===== src/lsca_pkg.sv =====
// Package: register map, field layout, reset values and timing of the light sensor block
package lsca_pkg;

  // System clock and the serial clock rates it must resolve
  localparam int unsigned CLK_HZ       = 100_000_000;
  localparam int unsigned SCL_SMBUS_HZ = 100_000;
  localparam int unsigned SCL_FAST_HZ  = 400_000;
  // Shortest legal serial clock period in system clocks, rounded up
  localparam int unsigned SCL_SMB_CYC  = (CLK_HZ + SCL_SMBUS_HZ - 1) / SCL_SMBUS_HZ;
  localparam int unsigned SCL_FM_CYC   = (CLK_HZ + SCL_FAST_HZ - 1) / SCL_FAST_HZ;
  // Slack for synchroniser jitter on both edges of a period
  localparam int unsigned SCL_TOL      = 4;

  // Avalon byte address width and register byte offsets
  localparam int unsigned AV_AW       = 8;
  localparam logic [7:0]  REG_CTRL    = 8'h00;
  localparam logic [7:0]  REG_INTEG   = 8'h04;
  localparam logic [7:0]  REG_THR_LO  = 8'h08;
  localparam logic [7:0]  REG_THR_HI  = 8'h0C;
  localparam logic [7:0]  REG_PERSIST = 8'h10;
  localparam logic [7:0]  REG_DATA    = 8'h14;
  localparam logic [7:0]  REG_STATUS  = 8'h18;
  localparam logic [7:0]  REG_MASK    = 8'h1C;
  localparam logic [7:0]  REG_INFO    = 8'h20;

  // Control fields
  localparam int unsigned CTRL_W     = 3;
  localparam int unsigned CTRL_EN    = 0;
  localparam int unsigned CTRL_ALERT = 1;
  localparam int unsigned CTRL_INTEN = 2;

  // Status and mask fields
  localparam int unsigned ST_W    = 3;
  localparam int unsigned ST_DONE = 0;
  localparam int unsigned ST_THR  = 1;
  localparam int unsigned ST_OVS  = 2;

  // Info fields
  localparam int unsigned INFO_BUSY    = 0;
  localparam int unsigned INFO_ADDR_OK = 1;
  localparam int unsigned INFO_ADDR    = 8;

  // Reset values
  localparam logic [2:0]  CTRL_RST   = 3'h0;
  localparam logic [31:0] INTEG_RST  = 32'h0000_2710;
  localparam logic [15:0] THR_LO_RST = 16'h0000;
  localparam logic [15:0] THR_HI_RST = 16'hFFFF;
  localparam logic [3:0]  PERS_RST   = 4'h0;

  // Serial slave addresses picked by the select pin, and the alert response address
  localparam logic [6:0]  ADDR_LOW   = 7'h20;
  localparam logic [6:0]  ADDR_FLOAT = 7'h30;
  localparam logic [6:0]  ADDR_HIGH  = 7'h40;
  localparam logic [6:0]  SMB_ARA    = 7'h0C;
  // Cycles after reset release before the select pin is captured
  localparam logic [1:0]  ADDR_CAP_CYC = 2'h3;

  // Conversion sequencer and serial slave states
  typedef enum logic [1:0] {C_IDLE, C_INTEG, C_XFER} lsca_conv_e;
  typedef enum logic [2:0] {
    I_IDLE, I_ADDR, I_AACK, I_WBYTE, I_WACK, I_RBYTE, I_RACK
  } lsca_i2c_e;

endpackage


===== src/lsca_link_if.sv =====
// Interface between the sensor core and its serial slave
interface lsca_link_if;
  logic [6:0]  own_addr;     // Captured slave address
  logic        alert_req;    // Alert pending, answerable on the response address
  logic        smbus_mode;   // Alert style and 100 kHz limit
  logic [31:0] rd_data;      // Both channel results in one word
  logic        alert_taken;  // Pulse: alert response byte sent
  logic        clr_int;      // Pulse: host wrote to own address
  logic        overspeed;    // Pulse: serial clock faster than allowed
  modport ctrl (output own_addr, alert_req, smbus_mode, rd_data,
                input  alert_taken, clr_int, overspeed);
  modport serial (input  own_addr, alert_req, smbus_mode, rd_data,
                  output alert_taken, clr_int, overspeed);
endinterface


===== src/lsca_i2c_slave.sv =====
// Two-wire serial slave: result reads, interrupt clear and alert response
module lsca_i2c_slave (
  input  wire logic   clk,
  input  wire logic   resetn,
  input  wire logic   scl,
  input  wire logic   sda_in,
  output logic        sda_oe,
  lsca_link_if.serial lnk
);
  import lsca_pkg::*;

  logic [2:0]  scl_q;        // [0] feeds only [1]
  logic [2:0]  sda_q;        // [0] feeds only [1]
  lsca_i2c_e   state;        // Protocol position
  logic [7:0]  shreg;        // Shift register, in and out
  logic [2:0]  bitcnt;       // Bit within byte
  logic        full;         // Eight bits received
  logic        rw;           // Read transfer
  logic        ara;          // Transfer is an alert response
  logic        nack;         // Master refused further bytes
  logic [1:0]  bytesel;      // Byte of snapshot being sent
  logic [31:0] snap;         // Results frozen at address ack
  logic [15:0] per_cnt;      // Cycles since last serial clock rise
  logic        clr_q;
  logic        taken_q;
  logic        ovs_q;

  // Byte lanes of the result word, low byte of channel 0 first
  function automatic logic [7:0] pick(input logic [31:0] w, input logic [1:0] s);
    pick = w[{s, 3'h0} +: 8];
  endfunction

  wire scl_rise = scl_q[1] & ~scl_q[2];
  wire scl_fall = ~scl_q[1] & scl_q[2];
  wire start_c  = scl_q[1] & scl_q[2] & ~sda_q[1] & sda_q[2];
  wire stop_c   = scl_q[1] & scl_q[2] & sda_q[1] & ~sda_q[2];
  wire hit_own  = shreg[7:1] == lnk.own_addr;
  wire hit_ara  = (shreg[7:1] == SMB_ARA) & shreg[0] & lnk.alert_req;
  wire [7:0] first_byte = hit_ara ? {lnk.own_addr, 1'b0} : pick(lnk.rd_data, 2'h0);
  wire [7:0] nxt_byte   = ara ? 8'hFF : pick(snap, bytesel + 2'h1);
  wire [15:0] per_min   = lnk.smbus_mode ? 16'(SCL_SMB_CYC) : 16'(SCL_FM_CYC);

  assign lnk.clr_int     = clr_q;
  assign lnk.alert_taken = taken_q;
  assign lnk.overspeed   = ovs_q;

  // Pin synchronisers
  always_ff @(posedge clk or negedge resetn) begin
    if (!resetn) begin
      scl_q <= 3'h7;
      sda_q <= 3'h7;
    end else begin
      scl_q <= {scl_q[1:0], scl};
      sda_q <= {sda_q[1:0], sda_in};
    end
  end

  // Period watch: a clock faster than the variant allows is flagged
  always_ff @(posedge clk or negedge resetn) begin
    if (!resetn) begin
      per_cnt <= 16'hFFFF;
      ovs_q   <= 1'b0;
    end else begin
      ovs_q   <= scl_rise && (32'(per_cnt) + 32'(SCL_TOL) + 32'h1 < 32'(per_min));
      per_cnt <= scl_rise ? 16'h0000 : (per_cnt == 16'hFFFF ? per_cnt : per_cnt + 16'h1);
    end
  end

  // Protocol engine; data moves on the synchronised falling edge of the clock
  always_ff @(posedge clk or negedge resetn) begin
    if (!resetn) begin
      state <= I_IDLE; shreg <= 8'h00; bitcnt <= 3'h0; full <= 1'b0;
      rw <= 1'b0; ara <= 1'b0; nack <= 1'b0; bytesel <= 2'h0;
      snap <= 32'h0000_0000; sda_oe <= 1'b0; clr_q <= 1'b0; taken_q <= 1'b0;
    end else begin
      clr_q   <= 1'b0;
      taken_q <= 1'b0;
      if (start_c) begin
        state <= I_ADDR; bitcnt <= 3'h0; full <= 1'b0; sda_oe <= 1'b0;
      end else if (stop_c) begin
        state <= I_IDLE; sda_oe <= 1'b0;
      end else begin
        if (scl_rise && (state == I_ADDR || state == I_WBYTE)) begin
          shreg  <= {shreg[6:0], sda_q[1]};
          bitcnt <= bitcnt + 3'h1;
          full   <= bitcnt == 3'h7;
        end
        case (state)
          I_IDLE: ;
          I_ADDR: if (scl_fall && full) begin
            full <= 1'b0;
            if (hit_own || hit_ara) begin
              sda_oe  <= 1'b1;
              state   <= I_AACK;
              rw      <= shreg[0];
              ara     <= hit_ara;
              snap    <= lnk.rd_data;
              shreg   <= first_byte;
              bytesel <= 2'h0;
              clr_q   <= hit_own & ~shreg[0];
            end else begin
              state <= I_IDLE;
            end
          end
          I_AACK: if (scl_fall) begin
            bitcnt <= 3'h0;
            sda_oe <= rw & ~shreg[7];
            state  <= rw ? I_RBYTE : I_WBYTE;
          end
          I_WBYTE: if (scl_fall && full) begin
            full <= 1'b0; sda_oe <= 1'b1; state <= I_WACK;
          end
          I_WACK: if (scl_fall) begin
            sda_oe <= 1'b0; bitcnt <= 3'h0; state <= I_WBYTE;
          end
          I_RBYTE: if (scl_fall) begin
            if (bitcnt == 3'h7) begin
              sda_oe <= 1'b0; state <= I_RACK;
            end else begin
              bitcnt <= bitcnt + 3'h1;
              shreg  <= {shreg[6:0], 1'b0};
              sda_oe <= ~shreg[6];
            end
          end
          I_RACK: begin
            if (scl_rise) begin
              nack    <= sda_q[1];
              taken_q <= ara & (bytesel == 2'h0);
            end
            if (scl_fall) begin
              if (nack) begin
                state <= I_IDLE;
              end else begin
                bytesel <= bytesel + 2'h1;
                shreg   <= nxt_byte;
                sda_oe  <= ~nxt_byte[7];
                bitcnt  <= 3'h0;
                state   <= I_RBYTE;
              end
            end
          end
          default: state <= I_IDLE;
        endcase
      end
    end
  end

endmodule


===== src/lsca_sensor.sv =====
// Light sensor core: dual-channel integration, thresholds, interrupt and register slave
// How it works
// Both channels integrate over one window
// Broadband to data 0, infrared to 1
// Results move whole, never half-updated
// Next integration starts right after transfer
// Each channel result is 16 bits
// Serial link limited to 100/400 kHz
// Host programs upper and lower thresholds
// Interrupt when result leaves the band
// Persistence count gates threshold interrupt
// Level interrupt holds until host clears
// SMBus variant signals alert style
// Interrupt pin only ever pulls low
// Three-state select pin picks address
// Host reads, clears, then awaits next
module lsca_sensor (
  input  wire logic                       clk,
  input  wire logic                       resetn,
  input  wire logic [lsca_pkg::AV_AW-1:0] avs_address,
  input  wire logic                       avs_read,
  input  wire logic                       avs_write,
  input  wire logic [31:0]                avs_writedata,
  input  wire logic [3:0]                 avs_byteenable,
  output logic      [31:0]                avs_readdata,
  output logic                            avs_waitrequest,
  output logic                            irq,
  input  wire logic                       pd0_pulse,
  input  wire logic                       pd1_pulse,
  input  wire logic                       addr_sel_hi,
  input  wire logic                       addr_sel_lo,
  input  wire logic                       scl,
  input  wire logic                       sda_in,
  output logic                            sda_out,
  output logic                            sda_oe,
  output logic                            int_out,
  output logic                            int_oe
);
  import lsca_pkg::*;

  // Software-written registers
  logic [CTRL_W-1:0] ctrl;       // Enable, alert style, pin enable
  logic [31:0]       integ_len;  // Integration window in clocks
  logic [15:0]       thr_lo;     // Lower limit
  logic [15:0]       thr_hi;     // Upper limit
  logic [3:0]        persist;    // Out-of-range conversions needed
  logic [ST_W-1:0]   status;     // Sticky events
  logic [ST_W-1:0]   mask;       // Events routed to irq

  // Conversion state
  lsca_conv_e        cstate;     // Sequencer state
  lsca_conv_e        next_cstate;
  logic [31:0]       icnt;       // Clocks elapsed in window
  logic [15:0]       acc [2];    // Running counts, one per channel
  logic [15:0]       data0;      // Broadband result
  logic [15:0]       data1;      // Infrared result
  logic [3:0]        miss;       // Consecutive out-of-range results
  logic              alert_req;  // Alert awaiting response

  // Pin capture
  logic [2:0]        pd_q [2];   // Pulse synchronisers, [0] feeds only [1]
  logic [1:0]        sel_hi_q;   // Select pin high sense
  logic [1:0]        sel_lo_q;   // Select pin low sense
  logic [6:0]        own_addr;   // Slave address in use
  logic              addr_done;  // Select pin has been captured
  logic [1:0]        cap_cnt;    // Wait for synchronisers to fill

  lsca_link_if lnk ();

  // Merge write data into an old value under the byte enables
  function automatic logic [31:0] wmerge(input logic [31:0] old,
                                         input logic [31:0] wd,
                                         input logic [3:0]  be);
    logic [31:0] m;
    m = {{8{be[3]}}, {8{be[2]}}, {8{be[1]}}, {8{be[0]}}};
    wmerge = (old & ~m) | (wd & m);
  endfunction

  // Bus decode; a request is honoured at the edge that sees waitrequest low
  wire [7:0]  wa     = {avs_address[AV_AW-1:2], 2'b00};
  wire        req    = avs_read | avs_write;
  wire        wr_now = avs_write & ~avs_waitrequest;
  wire        wr_ctrl = wr_now && (wa == REG_CTRL);
  wire        wr_intg = wr_now && (wa == REG_INTEG);
  wire        wr_tlo  = wr_now && (wa == REG_THR_LO);
  wire        wr_thi  = wr_now && (wa == REG_THR_HI);
  wire        wr_per  = wr_now && (wa == REG_PERSIST);
  wire        wr_st   = wr_now && (wa == REG_STATUS);
  wire        wr_msk  = wr_now && (wa == REG_MASK);

  // Merged write values; narrow registers keep their low bits only
  wire [31:0] m_ctrl = wmerge({29'h0, ctrl}, avs_writedata, avs_byteenable);
  wire [31:0] m_intg = wmerge(integ_len, avs_writedata, avs_byteenable);
  wire [31:0] m_tlo  = wmerge({16'h0, thr_lo}, avs_writedata, avs_byteenable);
  wire [31:0] m_thi  = wmerge({16'h0, thr_hi}, avs_writedata, avs_byteenable);
  wire [31:0] m_per  = wmerge({28'h0, persist}, avs_writedata, avs_byteenable);
  wire [31:0] m_msk  = wmerge({29'h0, mask}, avs_writedata, avs_byteenable);
  wire [31:0] m_w1c  = wmerge(32'h0, avs_writedata, avs_byteenable);

  // Conversion decode
  wire        en        = ctrl[CTRL_EN];
  wire        in_window = cstate == C_INTEG;
  wire        xfer      = cstate == C_XFER;
  wire        integ_end = in_window && (icnt + 32'h1 >= integ_len);
  wire [1:0]  pd_in     = {pd1_pulse, pd0_pulse};
  wire [1:0]  pd_edge;

  // Threshold and persistence decode on the broadband count being transferred
  wire        out_rng  = (acc[0] < thr_lo) || (acc[0] > thr_hi);
  wire [3:0]  need     = (persist == 4'h0) ? 4'h1 : persist;
  wire        thr_fire = xfer && out_rng && ({1'b0, miss} + 5'h01 >= {1'b0, need});

  // Event sources and clears; a set in the same cycle as a clear wins
  wire [ST_W-1:0] st_set  = {lnk.overspeed, thr_fire, xfer};
  wire [ST_W-1:0] i2c_clr = ST_W'(lnk.clr_int) << ST_THR;
  wire [ST_W-1:0] st_clr  = (wr_st ? m_w1c[ST_W-1:0] : {ST_W{1'b0}}) | i2c_clr;
  wire            thr_clr = st_clr[ST_THR] | lnk.alert_taken;

  // Select pin decode: floating reads neither sense line
  wire [6:0]  sel_addr = sel_hi_q[1] ? ADDR_HIGH : (sel_lo_q[1] ? ADDR_LOW : ADDR_FLOAT);

  // Read multiplexer; unmapped offsets read zero
  logic [31:0] rd_mux;
  always_comb begin
    case (wa)
      REG_CTRL:    rd_mux = {29'h0, ctrl};
      REG_INTEG:   rd_mux = integ_len;
      REG_THR_LO:  rd_mux = {16'h0, thr_lo};
      REG_THR_HI:  rd_mux = {16'h0, thr_hi};
      REG_PERSIST: rd_mux = {28'h0, persist};
      REG_DATA:    rd_mux = {data1, data0};   // Both channels in one access
      REG_STATUS:  rd_mux = {29'h0, status};
      REG_MASK:    rd_mux = {29'h0, mask};
      REG_INFO: begin
        rd_mux = 32'h0;
        rd_mux[INFO_BUSY]            = in_window;
        rd_mux[INFO_ADDR_OK]         = addr_done;
        rd_mux[INFO_ADDR +: 7]       = own_addr;
      end
      default:     rd_mux = 32'h0;
    endcase
  end

  // Link to the serial slave
  assign lnk.own_addr   = own_addr;
  assign lnk.alert_req  = alert_req & ctrl[CTRL_ALERT];
  assign lnk.smbus_mode = ctrl[CTRL_ALERT];
  assign lnk.rd_data    = {data1, data0};

  // Avalon handshake: one wait state, then waitrequest low for one cycle
  always_ff @(posedge clk or negedge resetn) begin
    if (!resetn) begin
      avs_waitrequest <= 1'b1;
      avs_readdata    <= 32'h0;
    end else begin
      avs_waitrequest <= ~(req & avs_waitrequest);
      if (req && avs_waitrequest) begin
        avs_readdata <= rd_mux;
      end
    end
  end

  // Configuration registers
  always_ff @(posedge clk or negedge resetn) begin
    if (!resetn) begin
      ctrl      <= CTRL_RST;
      integ_len <= INTEG_RST;
      thr_lo    <= THR_LO_RST;
      thr_hi    <= THR_HI_RST;
      persist   <= PERS_RST;
      mask      <= {ST_W{1'b0}};
    end else begin
      if (wr_ctrl) ctrl <= m_ctrl[CTRL_W-1:0];
      if (wr_intg) integ_len <= m_intg;
      if (wr_tlo)  thr_lo <= m_tlo[15:0];
      if (wr_thi)  thr_hi <= m_thi[15:0];
      if (wr_per)  persist <= m_per[3:0];
      if (wr_msk)  mask <= m_msk[ST_W-1:0];
    end
  end

  // Sequencer: idle until enabled, then window, transfer, window again
  always_comb begin
    case (cstate)
      C_IDLE:  next_cstate = en ? C_INTEG : C_IDLE;
      C_INTEG: next_cstate = !en ? C_IDLE : (integ_end ? C_XFER : C_INTEG);
      C_XFER:  next_cstate = en ? C_INTEG : C_IDLE;
      default: next_cstate = C_IDLE;
    endcase
  end

  // Window counter runs only inside the window
  always_ff @(posedge clk or negedge resetn) begin
    if (!resetn) begin
      cstate <= C_IDLE;
      icnt   <= 32'h0;
    end else begin
      cstate <= next_cstate;
      icnt   <= (next_cstate == C_INTEG && in_window) ? icnt + 32'h1 : 32'h0;
    end
  end

  // One counter per channel, both gated by the same window
  genvar g;
  generate
    for (g = 0; g < 2; g++) begin : g_ch
      // Pulse synchroniser; the edge looks at the second and third stages only
      always_ff @(posedge clk or negedge resetn) begin
        if (!resetn) pd_q[g] <= 3'h0;
        else pd_q[g] <= {pd_q[g][1:0], pd_in[g]};
      end
      assign pd_edge[g] = pd_q[g][1] & ~pd_q[g][2];
      // Saturating count; pulses in the transfer cycle are not counted
      always_ff @(posedge clk or negedge resetn) begin
        if (!resetn) begin
          acc[g] <= 16'h0;
        end else if (!in_window) begin
          acc[g] <= 16'h0;
        end else if (pd_edge[g] && acc[g] != 16'hFFFF) begin
          acc[g] <= acc[g] + 16'h1;
        end
      end
    end
  endgenerate

  // Results change only in the transfer cycle, both together; the counters
  // keep running in separate storage so a read never sees a partial value
  always_ff @(posedge clk or negedge resetn) begin
    if (!resetn) begin
      data0 <= 16'h0;
      data1 <= 16'h0;
    end else if (xfer) begin
      data0 <= acc[0];
      data1 <= acc[1];
    end
  end

  // Persistence: consecutive out-of-range results, restarted after firing
  always_ff @(posedge clk or negedge resetn) begin
    if (!resetn) begin
      miss <= 4'h0;
    end else if (xfer) begin
      if (!out_rng || thr_fire) miss <= 4'h0;
      else if (miss != 4'hF) miss <= miss + 4'h1;
    end
  end

  // Sticky status and the alert latch
  always_ff @(posedge clk or negedge resetn) begin
    if (!resetn) begin
      status    <= {ST_W{1'b0}};
      alert_req <= 1'b0;
    end else begin
      status    <= (status & ~st_clr) | st_set;
      alert_req <= thr_fire | (alert_req & ~thr_clr);
    end
  end

  // Pin outputs: the data level is always low, only the enable moves.
  // Level style follows the sticky bit; alert style drops after the response.
  always_ff @(posedge clk or negedge resetn) begin
    if (!resetn) begin
      int_out <= 1'b0;
      int_oe  <= 1'b0;
      sda_out <= 1'b0;
      irq     <= 1'b0;
    end else begin
      int_out <= 1'b0;
      int_oe  <= ctrl[CTRL_INTEN] &
                 (ctrl[CTRL_ALERT] ? alert_req : status[ST_THR]);
      sda_out <= 1'b0;
      irq     <= |(status & mask);
    end
  end

  // Select pin synchronisers
  always_ff @(posedge clk or negedge resetn) begin
    if (!resetn) begin
      sel_hi_q <= 2'h0;
      sel_lo_q <= 2'h0;
    end else begin
      sel_hi_q <= {sel_hi_q[0], addr_sel_hi};
      sel_lo_q <= {sel_lo_q[0], addr_sel_lo};
    end
  end

  // Address is caught once after reset release, when the synchronisers hold
  // real pin levels; later pin changes are ignored until the next reset
  always_ff @(posedge clk or negedge resetn) begin
    if (!resetn) begin
      cap_cnt   <= 2'h0;
      addr_done <= 1'b0;
      own_addr  <= ADDR_FLOAT;
    end else if (!addr_done) begin
      if (cap_cnt == ADDR_CAP_CYC) begin
        addr_done <= 1'b1;
        own_addr  <= sel_addr;
      end else begin
        cap_cnt <= cap_cnt + 2'h1;
      end
    end
  end

  // Serial slave; its data pin enable is a flip-flop inside it
  lsca_i2c_slave u_serial (
    .clk    (clk),
    .resetn (resetn),
    .scl    (scl),
    .sda_in (sda_in),
    .sda_oe (sda_oe),
    .lnk    (lnk)
  );

endmodule


===== config.mk =====
export PLATFORM = sky130hd
export DESIGN_NAME = lsca_sensor
export DESIGN_NICKNAME = d
export VERILOG_FILES = /design/src/lsca_pkg.sv /design/src/lsca_link_if.sv /design/src/lsca_i2c_slave.sv /design/src/lsca_sensor.sv
export SDC_FILE = /design/constraint.sdc
export NUM_CORES = 1
export LEC_CHECK = 0
export ABC_AREA = 1
export BUFFER_PORTS_ARGS = -buffer_cell sky130_fd_sc_hd__buf_2
export CORE_AREA = 5 5 191 193
export CTS_CLUSTER_SIZE = 40
export DETAILED_ROUTE_END_ITERATION = 6
export DIE_AREA = 0 0 196 198
export PLACE_DENSITY = 0.79
export SLEW_MARGIN = 20
export SYNTH_ARGS = -nofsm -noshare
export SYNTH_HDL_FRONTEND = slang
export SYNTH_HIERARCHICAL = 1
export SYNTH_SLANG_ARGS = --single-unit
export TNS_END_PERCENT = 100

===== constraint.sdc =====
create_clock -name clk -period 6.65 [get_ports clk]
set_input_delay 0.3325 -clock clk [delete_from_list [all_inputs] [get_ports clk]]
set_output_delay 0.3325 -clock clk [all_outputs]
set_load 0.005 [all_outputs]

==> impl_metrics.py <==
metrics = {
    "timing": {
        "rsz0062_at_grt": "false",
        "setup_viol_count_final": 0,
        "fin_crit_ns": 3.27,
        "worst_slew_pin_slew_ns": 0.959,
        "fmax_mhz": 306,
        "clock_skew_ns": 0.0157,
        "finalCritPeriodShare_pct": 49.1,
        "fin_tns_setup_ns": 0,
        "hold_viol_final": 0,
        "timing.hold.ws_ns": 0.0825,
        "setup_ws_ns": 3.38,
        "drv_slew": 0,
        "slew_headroom_pct": 35.8,
    },
    "cts": {
        "clkLatencyLatePin_ns": 0.51,
        "clk_path_buf_depth": 3,
        "numCtsBuffers": 35,
        "clock_sinks": 309,
        "cts_setup_buffers": 0,
        "clk_pin_slew_worst_paths_ns": 0.06,
        "ctsRootBufferMaster": "clkbuf_16",
        "htreeDepth": 2,
        "cts_tree": "done",
    },
    "placed_design": {
        "routabilityCongestion": 0.955,
        "dpl-instance-area_um2": 17800,
        "pre_cts_ws_ns": 3.40,
        "portBuffers": 87,
        "placed_cells": 2669,
        "hpwl_um": 31600,
    },
    "worst_hold_path": {
        "hp-class": "input pin to flop",
    },
    "routing": {
        "vias": 14834,
        "routed_wl_um": 43600,
        "route.met3.wl_um": 2690,
        "viasPerCell": 5.42,
        "drt_iter0_drc": 1404,
        "routed.top_layer": "met4",
        "first_pass_iters": 6,
        "wl_per_cell_um": 15.9,
        "met1_length_um": 19200,
        "routed-wl-met2_um": 20100,
        "detail-route-antenna-nets": 0,
        "drc": 0,
    },
    "cells_and_area": {
        "nets": 2392,
        "final_cells": 2739,
        "area_growth_pct": 12.3,
        "regArea_um2": 7790,
        "final_common_cell": "nand2_1",
        "antenna_cells": 0,
        "postLayoutCoreUtil_pct": 55.5,
        "filler_cell_count": 3130,
        "multi_input_area_um2": 7770,
        "post-route-cell-area_um2": 19100,
        "drive_gt1_share_pct": 12.3,
        "mostFrequentLayoutCells": "nand2_1 (546), inv_1 (295), dfrtp_1 (263)",
    },
    "floorplanning": {
        "io_pins": 92,
        "die_w_um": 196,
        "rows": 68,
        "dieArea_um2": 38800,
        "chipHeight_um": 198,
        "initial_core_util_pct": 49.4,
        "coreArea_um2": 34400,
    },
    "critical_path": {
        "critPathArrivalTime_ns": 3.65,
        "worstSetupPathType": "flop to flop",
        "slowest_stage": "dfrtp_1",
        "cp.required_ns": 7.03,
        "path_delay_family": "simple AND/OR/NAND/NOR gates",
        "critPathMaxFanout": 33,
        "start_kind": "flop",
        "path_cells": "ha_1, nand3_1, nor2_4, nand4_2, nor2_2, nand2_1, xor2_1, inv_1, ha_1, nand2_1, nor2_1, nand2_1, nor2_1, nand4_1, nand4_1, buf_4, nor2_1",
        "max_stage_delay_ns": 0.42,
        "worstPathBufferInverterCount": 2,
        "end_kind": "flop",
    },
    "pwr": {
        "internal-power_mw": 3.40,
        "power_switching_mw": 1.32,
        "clkPwrFrac_pct": 41.1,
        "comb_power_share_pct": 14.6,
        "leakage_nw": 9.31,
        "ir_worst_vdd_uv": 160,
        "p_per_area_nw_per_um2": 247,
        "sw_frac_of_total_pct": 27.9,
        "p_seq_share_pct": 44.3,
        "total_power_mw": 4.72,
    },
    "synth": {
        "synth_top_area_share_pct": 38.8,
        "synthTopCellsByArea": "dfrtp_1 (39%), nand2_1 (12%), dfstp_2 (7.1%)",
        "ys_seq_area_share_pct": 45.9,
        "syn_inst": 2172,
        "ys.flop_type": "dfrtp_1",
        "netlist_area_um2": 17000,
        "yosys.area.top_type": "dfrtp_1",
        "ys_warn_count": 6,
        "syn_avg_cell_area_um2": 7.82,
        "synth-edff-count": 0,
        "async_reset_ff_share_pct": 100,
        "synth.distinct_cells": 51,
        "synth-seq-cells": 309,
    },
    "job": {
        "drv_cap": 0,
    },
    "grt": {
        "grt_max_degree": 194,
        "grt_pass1_wl_um": 71600,
        "antenna_found_initial": 0,
        "grt_pass1_vias": 14419,
        "grtUsageTotal_pct": 22.2,
        "overflow": 0,
    },
    "outcome": {
        "status": "completed",
    },
}
-- worst register-to-register path, stage by stage, from the launching register on --
cell,delay (ns)
dfrtp_1,0.42
ha_1,0.24
nand3_1,0.20
nor2_4,0.20
nand4_2,0.14
nor2_2,0.16
nand2_1,0.08
xor2_1,0.17
inv_1,0.06
ha_1,0.26
nand2_1,0.04
nor2_1,0.13
nand2_1,0.11
nor2_1,0.22
nand4_1,0.14
nand4_1,0.12
buf_4,0.34
nor2_1,0.10
-- synth_stat cells, drive strengths merged (21+ instances only) --
| master | instances |
|---|---|
| dfstp | 46 |
| nand4 | 29 |
| ha | 79 |
| xor2 | 40 |
| buf | 40 |
| nor3 | 29 |
| inv | 312 |
| dfrtp | 263 |
| clkbuf | 21 |
| nand3 | 112 |
| nand2 | 566 |
| o21ai | 235 |
| nor2 | 218 |
| a21oi | 98 |
-- timing repair --
| action | CTS | global route |
|---|---|---|
| hold buffers | 7 | 0 |
| gates resized for setup | 0 | 0 |
| hold endpoints to repair | 114 | 0 |
-- per-layer routing --
| layer | global-route usage [%] | vias up |
|---|---|---|
| met5 | 0 | - |
| met4 | 7.89 | 0 |
| met2 | 36.6 | 514 |
| met1 | 30.3 | 7054 |
| met3 | 2.99 | 117 |
| li1 | - | 7149 |
-- final timing paths --
check,start,to,slack (ns),cells past startpoint
setup reg to reg,icnt[0],icnt[27],3.38,17
setup / recovery,icnt[0],icnt[27],3.38,17
max in group asynchronous,resetn,u_serial/state[0],4.77,4
min in group asynchronous,resetn,avs_readdata[3],0.41,2
hold / removal,avs_writedata[28],flop,0.08,3
hold reg to reg,sel_lo_q[0],sel_lo_q[1],0.35,0
-- kinds of logic after synthesis --
logic type | count (synthesis) | share of synthesized area (%)
xor+xnor | 44 | 2.27
fa+ha+maj | 79 | 5.82
buf+inv | 376 | 8.65
flops | 309 | 45.9
simple gates | 967 | 24.8
compound gates | 396 | 12.6
other cells | 1 | 0.0221
-- area by class of cell --
cell class	instances	share of cell area [%]
clock buffers	55	5.46
clock inverters	7	0.597
inverters	315	6.20
multi-input cells	1497	40.8
flip-flops and latches	309	40.9
well taps	455	2.99
repair buffers	101	3.15
-- power by group through the flow --
| stage | clock network, mW | registers (mW) | logic (mW) |
|---|---|---|---|
| 3_3_place_gp | 0 | 2.11 | 0.654 |
| 6_report | 1.94 | 2.09 | 0.690 |
| 3_5_place_dp | 0 | 2.12 | 0.678 |
| 5_1_grt | 2.05 | 2.10 | 0.788 |
| 4_1_cts | 1.97 | 2.09 | 0.684 |
| 2_1_floorplan | 0 | 2.08 | 0.498 |
Note: power is estimated with default switching activity, not from simulation.
